### config.mk
export PLATFORM = sky130hd
export DESIGN_NAME = pwr_down_ctrl
export DESIGN_NICKNAME = d
export VERILOG_FILES = /design/src/verilog/pwr_down_ctrl.v /design/src/verilog/settle_timer.v
export VERILOG_INCLUDE_DIRS = /design/src /design/src/verilog
export SDC_FILE = /design/constraint.sdc
export NUM_CORES = 1
export LEC_CHECK = 0
export BUFFER_PORTS_ARGS = -buffer_cell sky130_fd_sc_hd__buf_2
export CAP_MARGIN = 15
export CORE_ASPECT_RATIO = 1.1
export CORE_MARGIN = 2
export CORE_UTILIZATION = 50
export CTS_CLUSTER_SIZE = 30
export DETAILED_ROUTE_END_ITERATION = 10
export GPL_TIMING_DRIVEN = 0
export PLACE_DENSITY_LB_ADDON = 0.05
export SLEW_MARGIN = 15
export SYNTH_ARGS = -nofsm -noshare
export SYNTH_HDL_FRONTEND = slang
export SYNTH_SLANG_ARGS = --single-unit
### constraint.sdc
create_clock -name mclk -period 5.2 [get_ports mclk]
set_input_delay 0.26 -clock mclk [delete_from_list [all_inputs] [get_ports mclk]]
set_output_delay 0.26 -clock mclk [all_outputs]
set_load 0.03 [all_outputs]
### src/verilog/pwr_consts.vh
// Constants for the power-down mode controller: register offsets,
// field positions, reset values and settling wait counts.
// Included by the controller and its settling timer.
`ifndef PWR_CONSTS_VH
`define PWR_CONSTS_VH

// Byte offsets on the register bus, one 32-bit word each.
`define OFF_SYSCTL 4'h0
`define OFF_MODHALT 4'h4
`define OFF_STATUS 4'h8

// Reset values.
`define SYSCTL_RST 8'h0b
`define MODHALT_RST 8'h40

// System control register fields.
`define STANDBY_SEL_BIT 7
`define WSEL_HI 6
`define WSEL_LO 4
`define RAM_EN_BIT 0

// Module halt register bit positions.
`define MH_TIMER 0
`define MH_SER0 1
`define MH_SER1 2
`define MH_DMA 3
`define MH_REFRESH 4
`define MH_ADC 5
`define MH_NUM 6

// Settling waits in states, one state per system clock.
`define WAIT_SEL0 8192
`define WAIT_SEL1 16384
`define WAIT_SEL2 32768

`endif

### src/verilog/pwr_down_ctrl.v
// Power-down mode controller: sleep, software and hardware standby,
// and the per-module standby function, with an Avalon-MM register slave.
// Assumes the CPU and interrupt logic share mclk; the two pins are async.
//
// What this block does
// - Halt with standby select clear enters sleep; clock keeps running.
// - Halt instruction with standby select set enters software standby.
// - Hardware standby pin low enters hardware standby from anywhere.
// - Sleep ends on any interrupt, init pin or hardware standby pin.
// - Module standby halts chosen modules in any power-down mode.
// - Only timer, serial channels, DMA, refresh and converter can halt.
// - A module halt bit at one puts that module into standby.
// - A module halt bit at one holds that module's registers in reset, refresh excepted.
// - Halted refresh block clears only its counter and two status bits.
// - Standby select stays set after wake-up until software or a hardware standby or init clears it.
// - Wake from software standby waits 8192, 16384 or 32768 states.
`include "pwr_consts.vh"

module pwr_down_ctrl
#(
  parameter WAIT0 = `WAIT_SEL0,
  parameter WAIT1 = `WAIT_SEL1,
  parameter WAIT2 = `WAIT_SEL2
)
(
  // Clock, reset and enable.
  input wire mclk,
  input wire rstn,
  input wire ce,
  // Avalon-MM slave.
  input wire [3:0] address,
  input wire read,
  input wire write,
  input wire [31:0] writedata,
  input wire [3:0] byteenable,
  output reg [31:0] readdata,
  output reg waitrequest,
  // CPU and interrupt side.
  input wire halt_exec,
  input wire irq_any,
  input wire ext_wake_irq,
  // Pins.
  input wire hw_standby_pin_n,
  input wire chip_init_pin_n,
  // Power control outputs.
  output reg cpu_halt_r,
  output reg clock_stop_r,
  output reg chip_reset_r,
  output reg onchip_ram_enable_r,
  output reg [5:0] module_stop_r,
  output reg [5:0] module_reset_r,
  output reg refresh_part_init_r
);

  localparam ST_RUN = 3'h0;
  localparam ST_SLEEP = 3'h1;
  localparam ST_SWSTBY = 3'h2;
  localparam ST_SETTLE = 3'h3;
  localparam ST_HWSTBY = 3'h4;
  localparam ST_INIT = 3'h5;
  localparam [7:0] SYSCTL_INIT = `SYSCTL_RST;

  reg [1:0] hwsb_sync_r;
  reg [1:0] init_sync_r;
  reg [2:0] state_r;
  reg [2:0] state_nxt;
  reg [7:0] system_control_reg;
  reg [7:0] module_halt_reg;
  reg [5:0] halt_prev_r;
  reg settle_load;
  wire settle_done;
  wire hwsb_low;
  wire init_low;
  wire bus_req;
  wire wr_take;
  wire stopped;
  wire deep;

  // Wait length for the selected field; codes above two use the longest.
  function [15:0] wait_count;
    input [2:0] sel;
    reg [31:0] full;
    begin
      case (sel)
        3'h0: full = WAIT0 - 1;
        3'h1: full = WAIT1 - 1;
        default: full = WAIT2 - 1;
      endcase
      // The longest wait still fits in the timer's sixteen bits.
      wait_count = full[15:0];
    end
  endfunction

  // Pins pass two flip-flops before anything reads them.
  always @(posedge mclk or negedge rstn)
  begin
    if (!rstn)
    begin
      hwsb_sync_r <= 2'h3;
      init_sync_r <= 2'h3;
    end
    else if (ce)
    begin
      hwsb_sync_r <= {hwsb_sync_r[0], hw_standby_pin_n};
      init_sync_r <= {init_sync_r[0], chip_init_pin_n};
    end
  end

  assign hwsb_low = ~hwsb_sync_r[1];
  assign init_low = ~init_sync_r[1];

  // Mode sequencing; standby pin outranks the init pin, which outranks
  // everything the CPU does.
  always @*
  begin
    state_nxt = state_r;
    settle_load = 1'b0;
    if (hwsb_low)
      state_nxt = ST_HWSTBY;
    else if (init_low)
      state_nxt = ST_INIT;
    else
    begin
      case (state_r)
        ST_RUN:
        begin
          if (halt_exec)
          begin
            if (system_control_reg[`STANDBY_SEL_BIT])
              state_nxt = ST_SWSTBY;
            else
              state_nxt = ST_SLEEP;
          end
        end
        ST_SLEEP:
        begin
          if (irq_any)
            state_nxt = ST_RUN;
        end
        ST_SWSTBY:
        begin
          if (ext_wake_irq)
          begin
            state_nxt = ST_SETTLE;
            settle_load = 1'b1;
          end
        end
        ST_SETTLE:
        begin
          if (settle_done)
            state_nxt = ST_RUN;
        end
        ST_HWSTBY:
          state_nxt = ST_INIT;
        ST_INIT:
          state_nxt = ST_RUN;
        default:
          state_nxt = ST_INIT;
      endcase
    end
  end

  settle_timer u_settle
  (
    .mclk(mclk),
    .rstn(rstn),
    .ce(ce),
    .load(settle_load),
    .load_val(wait_count(system_control_reg[`WSEL_HI:`WSEL_LO])),
    .expired(settle_done)
  );

  assign stopped = (state_nxt == ST_SWSTBY) || (state_nxt == ST_SETTLE) ||
    (state_nxt == ST_HWSTBY) || (state_nxt == ST_INIT);
  assign deep = (state_nxt == ST_HWSTBY) || (state_nxt == ST_INIT);

  // Bus: a request is acknowledged one cycle after it is seen, and a
  // write lands on the edge where the master samples waitrequest low.
  assign bus_req = (read | write) & waitrequest;
  assign wr_take = write & ~waitrequest;

  always @(posedge mclk or negedge rstn)
  begin
    if (!rstn)
    begin
      state_r <= ST_RUN;
      waitrequest <= 1'b1;
      readdata <= 32'h00000000;
      system_control_reg <= `SYSCTL_RST;
      module_halt_reg <= `MODHALT_RST;
      halt_prev_r <= 6'h00;
    end
    else if (ce)
    begin
      state_r <= state_nxt;
      waitrequest <= ~bus_req;
      if (bus_req && read)
      begin
        case (address)
          `OFF_SYSCTL: readdata <= {24'h000000, system_control_reg};
          `OFF_MODHALT: readdata <= {24'h000000, module_halt_reg};
          `OFF_STATUS: readdata <= {29'h00000000, state_r};
          default: readdata <= 32'h00000000;
        endcase
      end
      // Chip initialisation restores both registers, whatever the bus does.
      if (deep)
      begin
        system_control_reg <= `SYSCTL_RST;
        module_halt_reg <= `MODHALT_RST;
      end
      else if (wr_take && byteenable[0])
      begin
        // Standby select is changed only here or by a deep standby restore, never by a wake-up.
        if (address == `OFF_SYSCTL)
          system_control_reg <= writedata[7:0];
        if (address == `OFF_MODHALT)
          module_halt_reg <= writedata[7:0];
      end
      halt_prev_r <= module_halt_reg[5:0];
    end
  end

  // Power outputs, all registered.
  always @(posedge mclk or negedge rstn)
  begin
    if (!rstn)
    begin
      cpu_halt_r <= 1'b0;
      clock_stop_r <= 1'b0;
      chip_reset_r <= 1'b1;
      onchip_ram_enable_r <= SYSCTL_INIT[`RAM_EN_BIT];
      module_stop_r <= 6'h00;
      module_reset_r <= 6'h00;
      refresh_part_init_r <= 1'b0;
    end
    else if (ce)
    begin
      cpu_halt_r <= (state_nxt != ST_RUN);
      clock_stop_r <= (state_nxt == ST_SWSTBY) || deep;
      chip_reset_r <= deep;
      // Software must drop this bit before the standby pin falls.
      onchip_ram_enable_r <= system_control_reg[`RAM_EN_BIT];
      // Halt bits act in every mode, only the low six bits do anything.
      module_stop_r <= module_halt_reg[5:0] |
        {6{stopped}};
      // A halted module other than refresh is held in reset, so a restart needs a clear of
      // the bit before any reprogramming can stick.
      module_reset_r <= (module_halt_reg[5:0] | {6{stopped}}) &
        ~(6'h01 << `MH_REFRESH);
      // The refresh block keeps its setup in module and software standby.
      module_reset_r[`MH_REFRESH] <= deep;
      refresh_part_init_r <= (module_halt_reg[`MH_REFRESH] &
        ~halt_prev_r[`MH_REFRESH]) |
        ((state_nxt == ST_SWSTBY) & (state_r != ST_SWSTBY));
    end
  end

endmodule

### src/verilog/settle_timer.v
// Down counter that times the clock-settling wait after software standby.
// Assumes load is a one-cycle pulse on the same clock as the controller.
`include "pwr_consts.vh"

module settle_timer
(
  // Clock, reset and enable.
  input wire mclk,
  input wire rstn,
  input wire ce,
  // Control.
  input wire load,
  input wire [15:0] load_val,
  // Status.
  output reg expired
);

  reg [15:0] count_r;
  reg run_r;

  // Expired is a one-cycle pulse when the loaded count has elapsed.
  always @(posedge mclk or negedge rstn)
  begin
    if (!rstn)
    begin
      count_r <= 16'h0000;
      run_r <= 1'b0;
      expired <= 1'b0;
    end
    else if (ce)
    begin
      expired <= 1'b0;
      if (load)
      begin
        count_r <= load_val;
        run_r <= 1'b1;
      end
      else if (run_r)
      begin
        if (count_r == 16'h0000)
        begin
          run_r <= 1'b0;
          expired <= 1'b1;
        end
        else
          count_r <= count_r - 16'h0001;
      end
    end
  end

endmodule
## After elaboration in Yosys (flattened, before gate mapping)

Index checks and enable logic that the tools add are counted.

| storage, ports and cells | value |
|---|---|
| register bits | 96 |
| input port bits | 50 |
| output and inout port bits | 50 |
| word-level logic and storage cells | 91 |

| cells by class | value |
|---|---|
| add/sub/neg operators | 1 |
| equality and inequality tests | 13 |
| mux-type cells | 29 |
| bitwise gates (word level) | 10 |
| reductions and logical operators | 20 |

Operators by type and width:

| cell | count |
|---|---|
| $mux 16 | 3 |
| $mux 8 | 6 |
| $pmux 15 s2 | 1 |
| $pmux 8 s3 | 1 |
| $mux 3 | 6 |
| $logic_not 16->1 | 1 |
| $sub 16x1->16 const B | 1 |
| $pmux 3 s5 | 1 |
| $eq 3x2->1 const B | 4 |
| $mux 1 | 10 |
| $eq 3x3->1 const B | 3 |
| $reduce_and 3->1 | 3 |
| $reduce_bool 2->1 | 4 |
| $eq 3x1->1 const B | 2 |
| $logic_not 3->1 | 2 |
| $or 6x6->6 | 1 |
| $logic_or 1x1->1 | 5 |
| $and 1x1->1 | 4 |
| $eq 4x3->1 const B | 1 |
| $eq 4x4->1 const B | 1 |
| $logic_not 4->1 | 1 |
| $ne 3x2->1 const B | 1 |
| $not 1->1 | 3 |
| $reduce_bool 3->1 | 1 |
| 5 further kinds | 7 |

## Depth between registers and ports, before layout

| logic depth | value |
|---|---|
| depth in word-level cells | 10 |
| mapped depth | 7 |
| gate-level depth less buffers | 7 |

## Cells and area by module

Synthesis repeated with hierarchy kept, for this count alone.

| second synthesis, totals | value |
|---|---|
| cells, all modules | 318 |
| area total of the unflattened synthesis | 3,470.8 um^2 |

Modules (own cells, without submodules):

| module | times used | cells each | area each (um^2) |
|---|---|---|---|
| pwr_down_ctrl | 1 | 192 | 2,268.4 |
| settle_timer | 1 | 126 | 1,202.4 |

## Worst setup path after synthesis

OpenSTA, ideal clock, no wires.

| path | value |
|---|---|
| kind | reg2reg |
| start point | register u_settle.count_r[5] |
| end point | register u_settle.count_r[13] |
| setup time | 126 ps |
| arrival | 1,618 ps |
| data required time | 5,074 ps |
| setup slack | 3,457 ps |
| cell stages (with the launch flop) | 6 |
| path buffers | 0 |
| path through | dfrtp_1 > nor4_4 > nand3_2 > or3_4 > o31ai_2 > a21oi_1 |

| on the way | value |
|---|---|
| longest elaborated chain between the ends | 4 |
| elaborated cells between the ends (all ways) | 7 |
| those cells by class | add/sub (1); eq/ne (1); mux (3); reduce/logical (2) |

Ends and longest elaborated chain:

| element | RTL line | text |
|---|---|---|
| start: declaration | settle_timer.v:18 | `reg [15:0] count_r;` |
| start signal: assignment | settle_timer.v:35 | `count_r <= load_val;` |
| start signal: assignment | settle_timer.v:46 | `count_r <= count_r - 16'h0001;` |
| $sub 16x1->16 | settle_timer.v:46 |  |
| $mux 16 | settle_timer.v:40 | `if (count_r == 16'h0000)` |
| $mux 16 | settle_timer.v:38 | `else if (run_r)` |
| $mux 16 | settle_timer.v:33 | `if (load)` |

Several ways; a longest one is shown, not always the timed one. The select of a mux whose other input is x is not followed.
A chain may end at the register's enable or synchronous reset.

## Worst setup path in the final report

| path | value |
|---|---|
| start point | register u_settle.count_r[0] |
| end point | register u_settle.count_r[9] |

Same word-level chain as after synthesis.

==> qor.csv <==
stage,metric,value,unit
clock_tree,cts.clk_slew.worst_paths,0.07,ns
route,wire_per_inst,14.8,um
yosys,seq_area_frac_synth,0.489,
timing,hold_slack,0.151,ns
critical_path,required,5.42,ns
clock_tree,htree_levels,3,
final_layout,area.sequential,1590,um2
global_routing,antenna_found_initial,0,
yosys,synth-async-reset-ratio,1.00,
placement,place_hpwl,5.06,mm
yosys,synth_edf_count,0,
power,ir_drop,0.181,mV
final_layout,multi_input_area,1440,um2
final_layout,syn2layout_area_growth,19.6,%
timing,rsz0062_at_grt,no,
hold_path,whs_path_depth,2,
floorplan,ios,100,
floorplan,fp.dieW,80.9,um
timing,slew_headroom,0.578,
floorplan,die_area,7170,um2
global_routing,grt_pass1_vias,2387,
critical_path,critPathMaxFanout,7,
clock_tree,clock_sinks,63,
floorplan,dieHeight,88.6,um
critical_path,critPathKind,reg2reg,
run_status,status,"finished, final reports clean",
timing,hold_viol_final,0,
global_routing,grt_use_total,0.215,
yosys,avgSynthCellArea,10.4,um2
critical_path,r2r_end,u_settle.count_r[9],
floorplan,start_util,0.522,
power,power_leakage,1.86,nW
route,firstDrtPassIters,4,
critical_path,reg2reg_from,u_settle.count_r[0],
final_layout,drive_above_1_share,0.323,
final_layout,utilization,0.624,
timing,min_period,1.98,ns
timing,drv_slew,0,
clock_tree,cts_tree,done,
clock_tree,cts_made_buffers,9,
hold_path,hold_start,writedata[3],
yosys,syn_inst,312,
hold_path,min_to,system_control_reg[3],
clock_tree,root_buffer,clkbuf_8,
timing,worst_pin_slew,0.629,ns
route,wirelength,7.13,mm
placement,place_congestion,0.844,
clock_tree,clockBufferDepth,2,
power,power_density,285,nW/um2
final_layout,nets,446,
critical_path,r2r_cells,7,
hold_path,hp-class,in2reg,
placement,io_buffers,47,
yosys,syn-cell-area,3250,um2
final_layout,regMostFlops,u_settle.count_r,
critical_path,ff2ff_setup_slack,3.22,ns
final_layout,nFillCells,542,
yosys,ys_ff_latch,63,
global_routing,grt_pass1_wl,11.6,mm
global_routing,grt_max_degree,49,
final_layout,n_antenna_cell,0,
yosys,synth_cell_type_count,58,
final_layout,final_common_cell,dfrtp_1,
final_layout,mostFrequentLayoutCells,"52 x dfrtp_1, 50 x buf_2, 32 x nand2_1",
floorplan,num_rows,30,
route,vias,2540,
floorplan,core,6230,um2
clock_tree,worstSkewPairLatency,0.34,ns
clock_tree,cts_resized,0,
global_routing,grt-ovfl-total,0,
route,vias_per_cell,5.29,
timing,fmax,0.504,GHz
critical_path,critPathLaunchType,register,
route,ant_nets,0,
yosys,synth_warnings,0,
critical_path,arrival,2.21,ns
job,max_cap_violations,0,
route,drc,0,
final_layout,largest_reg_flops,16,
timing,finClkSkew,0.00602,ns
timing,finalCritPeriodShare,0.381,
timing,setup-tns-final,0,ns
route,drt-initial-drc-count,202,
critical_path,crit_path_end_kind,register,
timing,setup_viol,0,
clock_tree,cts_setup_buffers,0,
yosys,synthFlopType,dfrtp_1,
worst max path at each step:
stage	start	endpoint	slack (ns)	cells after the start
global placement	state_r[1]	module_stop_r[2]	3.24	5
floorplan	u_settle.count_r[5]	u_settle.count_r[13]	3.46	5
finish	u_settle.count_r[0]	u_settle.count_r[9]	3.22	7
detailed placement	u_settle.count_r[0]	u_settle.count_r[9]	3.21	7
global route	state_r[1]	module_stop_r[5]	3.10	5
CTS	state_r[1]	module_stop_r[5]	3.21	5
synthesized netlist by cell type (all sizes together) (4+ instances only):
library cell  number  area share
or2                4      0.0077
buf               37       0.082
dfstp             11       0.089
nand3              4      0.0077
a22o              16       0.043
nor4               5       0.019
o21ai             16       0.025
nor3               7       0.011
nand4              6       0.013
a21o               4      0.0092
nor2              21       0.024
and3               5       0.010
o22a              12       0.032
inv                7      0.0081
o31ai              4       0.011
or3                4      0.0092
mux2i              8       0.025
xor2               5       0.013
mux2               7       0.024
dfrtp             52        0.40
a21oi             11       0.017
nand2b             4      0.0077
nand2             32       0.037
metal layers:
layer | track usage | routed length, um
met5 | 0 | 0
met4 | 0.0909 | 88
met3 | 0.0378 | 382
met2 | 0.334 | 3290
met1 | 0.298 | 3370
power breakdown:
part / internal, W / switching (W) / leakage [nW]
sequential: 0.000516 / 0.0000181 / 0.766
combinational: 0.0000669 / 0.000123 / 1.00
clock: 0.000198 / 0.000188 / 0.0894
total: 0.000781 / 0.000329 / 1.86
repair_timing:
item / 4_1_cts / 5_1_grt
hold endpoints to repair: 14 / 0
hold buffers: 1 / 0
setup endpoints to repair: 0 / 0
cell families after synthesis:
group,count (synthesis),synth area share
compound gates,76,0.171
xor+xnor,6,0.0162
fa+ha+maj,1,0.00385
buf+inv,47,0.0938
flops,63,0.489
mux,15,0.0488
other cells,1,0.00115
simple gates,103,0.177
stage by stage:
step	std cells	instance area, um2	worst slack, ns	total power [W]
floorplan	335	3340	3.46	0.000675
global placement	462	3670	3.24	0.000728
detailed placement	463	3700	3.21	0.000733
CTS	480	3890	3.21	0.00112
global route	480	3890	3.10	0.00116
finish	480	3890	3.22	0.00111
worst max-delay path, stage by stage, from the launching register on:
cell and delay [ns]:
dfrtp_1 0.39, inv_1 0.09, ha_1 0.24, nor4b_1 0.26, nand4_1 0.31, nand3_1 0.19, nor3_1 0.06, or3b_1 0.34
cell type report:
cell class                 count  area share
buffer                        39      0.0707
clock buffer                  13      0.0408
clock inverter                 3     0.00450
inverter                       8     0.00772
multi-input combinational    225       0.371
sequential                    63       0.409
tap                           80      0.0257
timing repair buffer          49      0.0707
Note: power is estimated with default switching activity, not from simulation.
